### src/frab_defs.vh
// Constants for the file-register ALU and branch execution block.
// Assumes inclusion by frab_top.v and frab_alu.v only.
// Notes on behaviour
// RULE1 - Bump-and-skip writes sum, flags untouched
// RULE2 - Zero sum squashes next instruction, two cycles
// RULE3 - Jump loads immediate, latch bits 6:3 upper
// RULE4 - Jump takes two cycles, flags untouched
// RULE5 - OR immediate into accumulator, zero flag
// RULE6 - Bump writes sum, updates zero, never skips
// RULE7 - OR accumulator with register, zero flag
// RULE8 - Shift up: bit7 to carry, zero in
// RULE9 - Destination 0 accumulator, 1 register
// RULE10 - Zero flag set when result zero
// RULE11 - Non-skipping ALU operations take one cycle
`ifndef FRAB_DEFS_VH
`define FRAB_DEFS_VH

// ****************************************
// Operation codes
// ****************************************
`define FRAB_OP_NONE     3'h0
`define FRAB_OP_BUMP_SKP 3'h1
`define FRAB_OP_BUMP     3'h2
`define FRAB_OP_JUMP     3'h3
`define FRAB_OP_OR_IMM   3'h4
`define FRAB_OP_OR_REG   3'h5
`define FRAB_OP_SHIFT_UP 3'h6

// ****************************************
// Field positions and reset values
// ****************************************
`define FRAB_DEST_ACC    1'b0
`define FRAB_DEST_REG    1'b1
`define FRAB_LATCH_HI    6
`define FRAB_LATCH_LO    3
`define FRAB_ACC_RST     8'h00
`define FRAB_PC_RST      15'h0000
`define FRAB_FLAG_RST    1'b0

`endif

### src/frab_alu.v
// Combinational result and flag calculation for the ALU operations.
// Assumes operands are stable for the cycle the operation is presented.
`timescale 1ns/10ps
`include "frab_defs.vh"

module frab_alu #(
  parameter W = 8
) (
  input  wire [2:0]   op,
  input  wire [W-1:0] acc,
  input  wire [W-1:0] reg_val,
  input  wire [W-1:0] imm,
  output reg  [W-1:0] result,
  output reg          carry_out,
  output wire         zero_out
);

  always @* begin
    result    = {W{1'b0}};
    carry_out = 1'b0;
    case (op)
      `FRAB_OP_BUMP_SKP,
      `FRAB_OP_BUMP: begin
        result = reg_val + {{(W-1){1'b0}}, 1'b1}; // RULE1 RULE6
      end
      `FRAB_OP_OR_IMM: begin
        result = acc | imm; // RULE5
      end
      `FRAB_OP_OR_REG: begin
        result = acc | reg_val; // RULE7
      end
      `FRAB_OP_SHIFT_UP: begin
        result    = {reg_val[W-2:0], 1'b0}; // RULE8
        carry_out = reg_val[W-1]; // RULE8
      end
      default: begin
        result = {W{1'b0}};
      end
    endcase
  end

  assign zero_out = (result == {W{1'b0}}); // RULE10

endmodule // frab_alu

### src/frab_top.v
// Executes bump, bump-and-skip, OR, shift-up and absolute jump.
// Assumes decode presents one instruction per accepted cycle on op_valid
// and that the data file answers reg_rd_data combinationally for reg_addr.
`timescale 1ns/10ps
`include "frab_defs.vh"

module frab_top #(
  parameter W     = 8,
  parameter AW    = 7,
  parameter KW    = 11,
  parameter PCW   = 15,
  parameter LW    = 7
) (
  input  wire           clk,
  input  wire           srst,
  input  wire           op_valid,
  output wire           op_ready,
  input  wire [2:0]     op,
  input  wire [AW-1:0]  reg_addr,
  input  wire           dest_sel,
  input  wire [W-1:0]   imm_lit,
  input  wire [KW-1:0]  imm_jump,
  input  wire [LW-1:0]  upper_jump_latch,
  input  wire [W-1:0]   reg_rd_data,
  output reg            reg_wr_en,
  output reg  [AW-1:0]  reg_wr_addr,
  output reg  [W-1:0]   reg_wr_data,
  output reg  [W-1:0]   acc,
  output reg            zero_flag,
  output reg            carry_flag,
  output reg  [PCW-1:0] pc,
  output reg            pc_load,
  output reg            squash_next,
  output reg            done
);

  // ****************************************
  // State machine
  // ****************************************
  localparam ST_RUN   = 2'b01;
  localparam ST_STALL = 2'b10;

  reg  [1:0]   state;
  reg  [1:0]   next_state;
  wire [W-1:0] alu_result;
  wire         alu_carry;
  wire         alu_zero;

  // ****************************************
  // Operation decode
  // ****************************************
  // Operations that read the addressed file register
  function op_reads_file;
    input [2:0] code;
    begin
      op_reads_file = (code == `FRAB_OP_BUMP_SKP) ||
                      (code == `FRAB_OP_BUMP) ||
                      (code == `FRAB_OP_OR_REG) ||
                      (code == `FRAB_OP_SHIFT_UP);
    end
  endfunction

  // Operations that produce an eight-bit result
  function op_uses_alu;
    input [2:0] code;
    begin
      op_uses_alu = op_reads_file(code) || (code == `FRAB_OP_OR_IMM);
    end
  endfunction

  // Bump-and-skip is the one result op that leaves the flags alone
  function op_updates_zero;
    input [2:0] code;
    begin
      op_updates_zero = op_uses_alu(code) && (code != `FRAB_OP_BUMP_SKP); // RULE1
    end
  endfunction

  // Jump always, bump-and-skip only when its sum wraps to zero
  function op_needs_stall;
    input [2:0] code;
    input       sum_zero;
    begin
      op_needs_stall = (code == `FRAB_OP_JUMP) ||
                       ((code == `FRAB_OP_BUMP_SKP) && sum_zero); // RULE2 RULE4
    end
  endfunction

  // ****************************************
  // Result unit
  // ****************************************
  frab_alu #(
    .W         (W)
  ) u_alu (
    .op        (op),
    .acc       (acc),
    .reg_val   (reg_rd_data),
    .imm       (imm_lit),
    .result    (alu_result),
    .carry_out (alu_carry),
    .zero_out  (alu_zero)
  );

  // ****************************************
  // Handshake and decode signals
  // ****************************************
  assign op_ready = (state == ST_RUN);

  wire take      = op_valid & op_ready;
  wire is_skp    = (op == `FRAB_OP_BUMP_SKP);
  wire is_jump   = (op == `FRAB_OP_JUMP);
  wire is_alu    = op_uses_alu(op);
  wire upd_zero  = op_updates_zero(op);
  wire upd_carry = (op == `FRAB_OP_SHIFT_UP);
  wire to_reg    = op_reads_file(op) && (dest_sel == `FRAB_DEST_REG); // RULE9
  wire two_cyc   = op_needs_stall(op, alu_zero); // RULE2 RULE4
  wire do_alu    = take & is_alu;
  wire do_jump   = take & is_jump;

  // Upper counter bits come from latch bits 6:3
  wire [PCW-1:0] jump_target = {upper_jump_latch[`FRAB_LATCH_HI:`FRAB_LATCH_LO],
                                imm_jump}; // RULE3

  // ****************************************
  // Next-state logic
  // ****************************************
  always @* begin
    next_state = state;
    case (state)
      ST_RUN: begin
        if (take && two_cyc) begin
          next_state = ST_STALL; // RULE2 RULE4
        end
      end
      ST_STALL: begin
        next_state = ST_RUN;
      end
      default: begin
        next_state = ST_RUN;
      end
    endcase
  end

  always @(posedge clk) begin
    if (srst) begin
      state <= ST_RUN;
    end else begin
      state <= next_state;
    end
  end

  // ****************************************
  // Accumulator and flags
  // ****************************************
  reg [W-1:0] next_acc;
  reg         next_zero;
  reg         next_carry;

  always @* begin
    next_acc   = acc;
    next_zero  = zero_flag;
    next_carry = carry_flag;
    if (do_alu) begin
      if (!to_reg) begin
        next_acc = alu_result; // RULE5 RULE9
      end
      if (upd_zero) begin
        next_zero = alu_zero; // RULE6 RULE7 RULE10
      end
      if (upd_carry) begin
        next_carry = alu_carry; // RULE8
      end
    end
  end

  always @(posedge clk) begin
    if (srst) begin
      acc        <= `FRAB_ACC_RST;
      zero_flag  <= `FRAB_FLAG_RST;
      carry_flag <= `FRAB_FLAG_RST;
    end else begin
      acc        <= next_acc;
      zero_flag  <= next_zero;
      carry_flag <= next_carry;
    end
  end

  // ****************************************
  // File register write port
  // ****************************************
  wire next_wr_en = do_alu & to_reg; // RULE9

  always @(posedge clk) begin
    if (srst) begin
      reg_wr_en   <= 1'b0;
      reg_wr_addr <= {AW{1'b0}};
      reg_wr_data <= {W{1'b0}};
    end else begin
      reg_wr_en <= next_wr_en;
      if (next_wr_en) begin
        reg_wr_addr <= reg_addr; // RULE9
        reg_wr_data <= alu_result; // RULE1 RULE6 RULE7 RULE8
      end
    end
  end

  // ****************************************
  // Program counter
  // ****************************************
  always @(posedge clk) begin
    if (srst) begin
      pc      <= `FRAB_PC_RST;
      pc_load <= 1'b0;
    end else begin
      pc_load <= do_jump; // RULE3
      if (do_jump) begin
        pc <= jump_target; // RULE3
      end
    end
  end

  // ****************************************
  // Completion and squash pulses
  // ****************************************
  wire next_squash = take & is_skp & alu_zero; // RULE2
  wire next_done   = (state == ST_STALL) | (do_alu & ~two_cyc); // RULE4 RULE11

  always @(posedge clk) begin
    if (srst) begin
      squash_next <= 1'b0;
      done        <= 1'b0;
    end else begin
      squash_next <= next_squash;
      done        <= next_done;
    end
  end

endmodule // frab_top

### config.mk
export PLATFORM = sky130hd
export DESIGN_NAME = frab_top
export DESIGN_NICKNAME = d
export VERILOG_FILES = /design/src/frab_alu.v /design/src/frab_top.v
export VERILOG_INCLUDE_DIRS = /design/src
export SDC_FILE = /design/constraint.sdc
export NUM_CORES = 1
export LEC_CHECK = 0
export BUFFER_PORTS_ARGS = -buffer_cell sky130_fd_sc_hd__buf_2
export CELL_PAD_IN_SITES_DETAIL_PLACEMENT = 1
export CELL_PAD_IN_SITES_GLOBAL_PLACEMENT = 2
export CORE_AREA = 2 2 101 103
export DETAILED_ROUTE_END_ITERATION = 6
export DIE_AREA = 0 0 103 105
export PLACE_DENSITY_LB_ADDON = 0.1
export SLEW_MARGIN = 15
export SYNTH_ARGS = -nofsm -noshare
export SYNTH_HDL_FRONTEND = slang
export SYNTH_HIERARCHICAL = 1
export SYNTH_SLANG_ARGS = --single-unit
### constraint.sdc
create_clock -name clk -period 2.3 [get_ports clk]
set_clock_uncertainty 0.05 [all_clocks]
set_input_delay 0.115 -clock clk [delete_from_list [all_inputs] [get_ports clk]]
set_output_delay 0.115 -clock clk [all_outputs]
set_load 0.005 [all_outputs]
==> impl_results.md, run 1 <==
- Setup TNS: 0 ns
- GPL Wtd Cong: 0.824
- Fmax: roughly 470 MHz
- Die Span X: slightly above 100 µm
- Global route overflow: 0
- Setup crit end kind: register
- Largest net degree at the start of global routing: 40
- Post-CTS Setup Bufs: 0
- Final Critical Period: approximately 2.1 ns
- RSZ-0062 raised after global routing: no
- Pre-CTS WS: -0.0976 ns
- P_sw: about 460 µW
- Port bufs: 89
- Peak supply drop: a little under 0.2 mV
- Req. time, crit path: roughly 2.4 ns
- First-pass GRT wire length: about 12 mm
- Critical path's top delay family: simple AND/OR/NAND/NOR gates
- Clk_lat worst skew: between 0.2 and 0.3 ns
- Routed via count: 2275
- Gr usage total: roughly 14%
- Vias in the first global route: 2367
- Reg-to-Reg Start: acc[4]$_SDFFE_PP0P_
- ANT cells: 0
- Combinational share of power: around 22%
- Clock-pin slew on the worst setup and hold paths: approximately 0.080 ns
- Buf+Inv Stages, Crit Path: 0
- Starting Density: between 20% and 30%
- Hold slack: approximately 0.012 ns
- Switching share of power: between 20% and 30%
- Share of flip-flops with an asynchronous set or reset: 0%
- Yosys synthesis warning count: 6
- Most frequent cells after synthesis: dfxtp_1, nand2_1, mux2i_1, nor2_1
- Startpoint Class: register
- CTS Buf Count: 5
- Worst R2R Path Depth: 9
- Cell area after layout: roughly 0.0033 mm²
- Static leakage: between 1.5 and 2 nW
- Worst r2r dst: done$_SDFF_PP0_
- Vias/cell: 4.33
- Nets: about 440
- Cell Pwr Density: between 500 and 600 mW/mm²
- Hpwl dp: approximately 5.4 mm
- Synth Instances: 261
- Most area-consuming cells after synthesis: dfxtp_1, mux2i_1, nand2_1, nand2b_1, a21oi_1
- Final Hold Vio Count: 0
- Worst-margin pin slew: between 0.6 and 0.7 ns
- Worst reg-to-reg setup slack: between 0.15 and 0.2 ns
- Routed Antenna Nets: 0
- DIE AREA: around 0.011 mm²
- Worst min path class: in2reg
- Count leader, synth: dfxtp_1
- Worst path max stage delay: between 0.4 and 0.5 ns
- Mean post-synth cell area: a little under 9 µm²
- Mapped Area: ~0.0023 mm²
- Setup CP Type: reg2reg
- Worst EP arrival: ~2.3 ns
- Placed inst area: ~0.0031 mm²
- Drt pass-1 iters: 4
- Drt drc: 0
- WL per Instance: between 10 and 15 µm
- IO Pins: 93
- Synthesized Nets: 310
- Relative slew slack: between 50% and 60%
- Post-synth EDFFs: 0
- Hold Crit Start: reg_addr[0]
- CP max FO: 3
- Die outline height: 105 µm
- Clk root buf: clkbuf_8
- Main synth FF type: dfxtp_1
- Status: finished clean
- Area growth from synthesis to layout: 45.8%
- Final worst slack: roughly 0.15 ns
- Min-Delay Path Depth: 3
- Fin. max-slew vios: 0
- H-Tree Depth: 2
- Core outline area: between 0.009 and 0.01 mm²
- Share of the synthesized area in the top cell type: just over 40%
- CTS Buffer Depth: 2
- Crit-path slowest cell: or4_4
- Cell Chain, Critical Path: nor4_4 > nor2_1 > a32o_1 > or4_4 > nor4_4 > or2b_1 > a21oi_1 > o21ai_0 > a21oi_1
- Layout cells sized above 1: a little over a third
- Period utilisation layout: between 90% and 100%
- Cell taking the most area after synthesis: dfxtp_1
- Max-Cap Viols: 0
- Seq pwr share: around half
- Total Wirelength: between 7 and 8 mm
- Initial antenna violation count: 0
- Internal power: 1.22 mW
- Iteration-0 DRC Markers: 48
- Clock power share: between 20 and 30%
- Total clock sinks: 46
- Row cnt: 36
- Library cells used by synthesis: between 40 and 50
- Seq/Total Area, Yosys: 40.2%
- # setup viols final: 0
- Synth Register Bits: between 40 and 50
- TritonCTS clock tree: yes
- Worst Hold End: reg_wr_addr[0]$_SDFFE_PP0P_
-- worst max path at each step --
| stage | start | to | slack (ns) | cells after the start |
|---|---|---|---|---|
| 2_1_floorplan | acc[4]$_SDFFE_PP0P_ | done$_SDFF_PP0_ | 0.10 | 9 |
| 3_3_place_gp | op[0] | done$_SDFF_PP0_ | -0.03 | 11 |
| 3_5_place_dp | op[0] | done$_SDFF_PP0_ | -0.1 | 11 |
| 4_1_cts | acc[4]$_SDFFE_PP0P_ | done$_SDFF_PP0_ | 0.04 | 9 |
| 5_1_grt | acc[4]$_SDFFE_PP0P_ | done$_SDFF_PP0_ | 0.007 | 9 |
| 6_report | acc[4]$_SDFFE_PP0P_ | done$_SDFF_PP0_ | 0.15 | 9 |
-- per-layer routing --
layer | share of wire, % | global-route usage, % | up-vias
met4 | 1.1 | 3.29 | 0
met5 | 0 | 0 | -
li1 | - | - | 1147
met2 | 51 | 24.3 | 56
met1 | 43 | 17.0 | 1066
met3 | 4.9 | 3.01 | 6
-- final cells by class --
cell class / instances / area, µm²
timing repair buffer: 140 / 886
inverter: 6 / 22.5
tap: 133 / 166
sequential: 46 / 921
fill: 1204 / 6300
clock buffer: 5 / 68.8
multi-input combinational: 193 / 1260
clock inverter: 2 / 10.0
-- state kept, by name, summed over array words and instances (netlist names) --
register and count:
done 1, reg_wr_addr 7, pc_load 1, carry_flag 1, reg_wr_en 1, zero_flag 1, acc 8, state 2
reg_wr_data 8, pc 15, squash_next 1
-- power by group through the flow --
stage | clock network, mW | logic, mW | registers (mW)
after floorplan | 0 | 0.173 | 0.855
after global placement | 0 | 0.345 | 0.854
after detailed placement | 0 | 0.346 | 0.854
after CTS | 0.501 | 0.375 | 0.836
after global routing | 0.529 | 0.413 | 0.839
final | 0.471 | 0.372 | 0.835
-- cells in the final DEF (no fill, tap or decap), types with 2 or more instances in the layout --
| cell type | count |
|---|---|
| dfxtp_1 | 46 |
| nor3_1 | 4 |
| a21oi_1 | 20 |
| nand3_1 | 6 |
| nor4_4 | 2 |
| o21ai_0 | 7 |
| nor2_1 | 24 |
| xnor2_1 | 5 |
| inv_1 | 6 |
| dlygate4sd3_1 | 18 |
| and2_1 | 2 |
| clkinv_2 | 2 |
| and3b_1 | 2 |
| a211oi_1 | 3 |
| buf_4 | 32 |
| buf_2 | 89 |
| mux2i_1 | 26 |
| clkbuf_8 | 5 |
| o21bai_1 | 2 |
| nand2_1 | 36 |
| and3_1 | 2 |
| nor2b_1 | 6 |
| o211ai_1 | 3 |
| nand2b_1 | 20 |
-- kinds of logic after synthesis --
kind of cell	share of synthesized area [%]
AND/OR/NAND/NOR	26.4
flip-flops	40.2
AO/OA/AOI/OAI	12.1
multiplexers	11.9
buffers and inverters	5.80
XOR/XNOR	3.01
adder cells (fa/ha/maj)	0.547
-- worst min-delay path: stages --
cell and delay [ns]:
buf_2 0.07, mux2i_1 0.05, nor2_1 0.08
-- through the flow --
stage / util (%) / total power [mW] / std cells
final: 34.6 / 1.68 / 525
after global routing: 34.6 / 1.78 / 525
after global placement: 31.6 / 1.20 / 500
after CTS: 34.4 / 1.71 / 525
after detailed placement: 31.6 / 1.20 / 500
after floorplan: - / 1.03 / 261
-- repair_timing --
item	4_1_cts	5_1_grt
hold buffers	18	0
endpoints found under the setup margin	1	2
hold endpoints to repair	18	0
pin swaps	0	1
gates resized for setup	1	3
(Power assumes the default switching activity.)
==> inputs of run 2 (changes only) <==
==> config.mk (replaced) <==
export PLATFORM = sky130hd
export DESIGN_NAME = frab_top
export DESIGN_NICKNAME = d
export VERILOG_FILES = /design/src/frab_alu.v /design/src/frab_top.v
export VERILOG_INCLUDE_DIRS = /design/src
export SDC_FILE = /design/constraint.sdc
export NUM_CORES = 1
export LEC_CHECK = 0
export BUFFER_PORTS_ARGS = -buffer_cell sky130_fd_sc_hd__buf_2
export CELL_PAD_IN_SITES_DETAIL_PLACEMENT = 0
export CELL_PAD_IN_SITES_GLOBAL_PLACEMENT = 1
export CORE_AREA = 2 2 88 90
export DETAILED_ROUTE_END_ITERATION = 6
export DIE_AREA = 0 0 90 92
export PLACE_DENSITY_LB_ADDON = 0.1
export SLEW_MARGIN = 15
export SYNTH_ARGS = -nofsm -noshare
export SYNTH_HDL_FRONTEND = slang
export SYNTH_SLANG_ARGS = --single-unit
==> impl_results.md, run 2 <==
- Initial antenna violation count: 0 (unchanged)
- Req. time, crit path: 2.44 ns (+0.04 ns)
- Most frequent cells in the layout: buf_2, nand2_1, dfxtp_1, a21oi_1, nor2_1
- Final worst slack: 0.331 ns (+0.181 ns)
- Startpoint Class: input pin
- Worst EP arrival: 2.10 ns (-0.15 ns)
- Fillers: 794 (-34%)
- Cell taking the most area after synthesis: dfxtp_1
- Most frequent cells after synthesis: nand2_1, dfxtp_1, a21oi_1, nor2_1, a211oi_1
- Synth Instances: 257 (-1.5%)
- DIE AREA: 0.00828 mm² (-23%)
- WL per Instance: 12.9 µm (-7.6%)
- Max FFs per register: 15 (unchanged)
- # placed instances: 450 (-10%)
- Row cnt: 32 (-11%)
- RSZ-0062 raised after global routing: no
- Static leakage: 1.34 nW (-15%)
- H-Tree Depth: 2 (unchanged)
- Final Util: 40.5% (+5.9 points)
- Buf+Inv Stages, Crit Path: 2 (+2)
- Period utilisation layout: 85.6% (-7.9 points)
- Starting Density: 28.0% (+4.2 points)
- Worst path max stage delay: 0.44 ns (-0.05 ns)
- Hold_buf cts: 22 (+4)
- Port bufs: 89 (unchanged)
- Clock-pin slew on the worst setup and hold paths: 0.10 ns (+0.02 ns)
- Fin cells: 480 (-8.6%)
- Die Span X: 90 µm (-13%)
- Fmax: 508 MHz (+9.2%)
- # setup viols final: 0 (unchanged)
- Biggest register: pc
- Final Critical Period: 1.97 ns (-0.181 ns)
- Max-Cap Viols: 0 (unchanged)
- Register area: 921 µm² (unchanged)
- Commonest non-fill, non-tap cell in the layout: buf_2
- Share of flip-flops with an asynchronous set or reset: 0% (unchanged)
- Hold slack: 0.0391 ns (+0.0273 ns)
- Setup crit end kind: register
- Global route overflow: 0 (unchanged)
- ANT cells: 0 (unchanged)
- Routed via count: 2178 (-4.3%)
- Cell Pwr Density: 565 mW/mm² (+12%)
- Drt pass-1 iters: 4 (unchanged)
- Post-layout power: 1.70 mW (+1.6%)
- Top Registers: pc x15, acc x8, reg_wr_data x8
- Worst-margin pin slew: 0.421 ns (-0.218 ns)
- Synthesized Nets: 310 (unchanged)
- Vias in the first global route: 2118 (-11%)
- Vias/cell: 4.54 (+4.7%)
- First-pass GRT wire length: 10.4 mm (-12%)
- Post-synth EDFFs: 0 (unchanged)
- Drt drc: 0 (unchanged)
- Setup TNS: 0 ns (unchanged)
- Clk root buf: clkbuf_8
- CTS Buffer Depth: 2 (unchanged)
- Mapped Area: 0.00208 mm² (-9.0%)
- Peak supply drop: 0.229 mV (+17%)
- Hpwl dp: 4.52 mm (-17%)
- Mean post-synth cell area: 8.10 µm² (-7.6%)
- Routed Antenna Nets: 0 (unchanged)
- Layout cells sized above 1: 32.8% (-2.9 points)
- Largest net degree at the start of global routing: 25 (-38%)
- Status: finished clean
- Worst min path class: in2reg
- Placed inst area: 0.00271 mm² (-11%)
- Critical path's top delay family: compound AO/OA/AOI/OAI gates
- Core outline area: 0.00745 mm² (-23%)
- Cell area after layout: 0.00302 mm² (-9.6%)
- Final Hold Vio Count: 0 (unchanged)
- Share of the synthesized area in the top cell type: 44.2% (+4.0 points)
- Crit-path slowest cell: o41a_1
- Setup CP Type: in2reg
- Cts repair resizes: 0 (-1)
- Yosys synthesis warning count: 0 (-6)
- IO Pins: 93 (unchanged)
- Area growth from synthesis to layout: 44.9%
- Total Wirelength: 6.21 mm (-16%)
- Area occupied by multi-input gates: 0.00108 mm² (-15%)
- Count leader, synth: nand2_1
- Library cells used by synthesis: 42 (-8.7%)
- CTS Buf Count: 5 (unchanged)
- Relative slew slack: 71.9% (+15 points)
- GPL Wtd Cong: 0.849 (+3.0%)
- TritonCTS clock tree: yes
- Die outline height: 92 µm (-12%)
- Post-CTS Setup Bufs: 0 (unchanged)
- Cell Chain, Critical Path: buf_2 > inv_1 > ha_1 > mux2i_1 > a21oi_1 > a221oi_1 > and2_1 > nand4_2 > o41a_1
- CP max FO: 8 (+5)
- Nets: 430 (-2.5%)
- Fin. max-slew vios: 0 (unchanged)
- Pre-CTS WS: 0.0247 ns (+0.122 ns)
- Gr usage total: 15.7% (+1.8 points)
- Total clock sinks: 46 (unchanged)
- Most area-consuming cells after synthesis: dfxtp_1, nand2_1, a21oi_1, a211oi_1, nor2_1
- Seq/Total Area, Yosys: 44.2% (+4.0 points)
- Synth Register Bits: 46 (unchanged)
- Iteration-0 DRC Markers: 61 (+27%)
- Clk_lat worst skew: 0.30 ns (about the same)
- Main synth FF type: dfxtp_1
-- run 2: report_power, final --
part           leakage [nW]  switching [mW]  internal, mW
clock                0.0483           0.296         0.215
sequential            0.374          0.0199         0.831
combinational         0.921           0.172         0.170
-- run 2: cell families after synthesis --
family          share of synthesized area, %
xor+xnor                                2.52
fa+ha+maj                               3.00
flops                                   44.2
simple gates                            22.7
buf+inv                                 4.09
compound gates                          21.5
mux                                     1.92
-- run 2: worst min-delay path, delay by kind of cell --
kind          cells  cell delay, ns
buf+inv           1            0.11
mux               1            0.07
simple gates      1            0.07
-- run 2: worst paths after layout --
kind                               startpoint  slack [ns]  cells after the start                           to
hold / removal                 reg_rd_data[7]        0.04                      3      carry_flag$_SDFFE_PP0P_
setup / recovery                        op[1]        0.33                      9              done$_SDFF_PP0_
setup reg to reg          acc[1]$_SDFFE_PP0P_        0.61                      6              done$_SDFF_PP0_
hold reg to reg   reg_wr_addr[3]$_SDFFE_PP0P_        0.41                      2  reg_wr_addr[3]$_SDFFE_PP0P_
-- run 2: final cells by class --
type / count / share of cell area [%]
clock inverter: 3 / 0.622
timing repair buffer: 127 / 26.0
multi-input combinational: 192 / 35.7
clock buffer: 5 / 2.28
sequential: 46 / 30.5
tap: 102 / 4.23
inverter: 5 / 0.622
-- run 2: metal layers --
layer,global-route usage [%],up-vias,routed length [µm]
li1,-,1129,-
met1,18.6,991,2780
met2,28.2,52,3100
met3,4.03,6,266
met4,3.85,0,68
met5,0,-,0
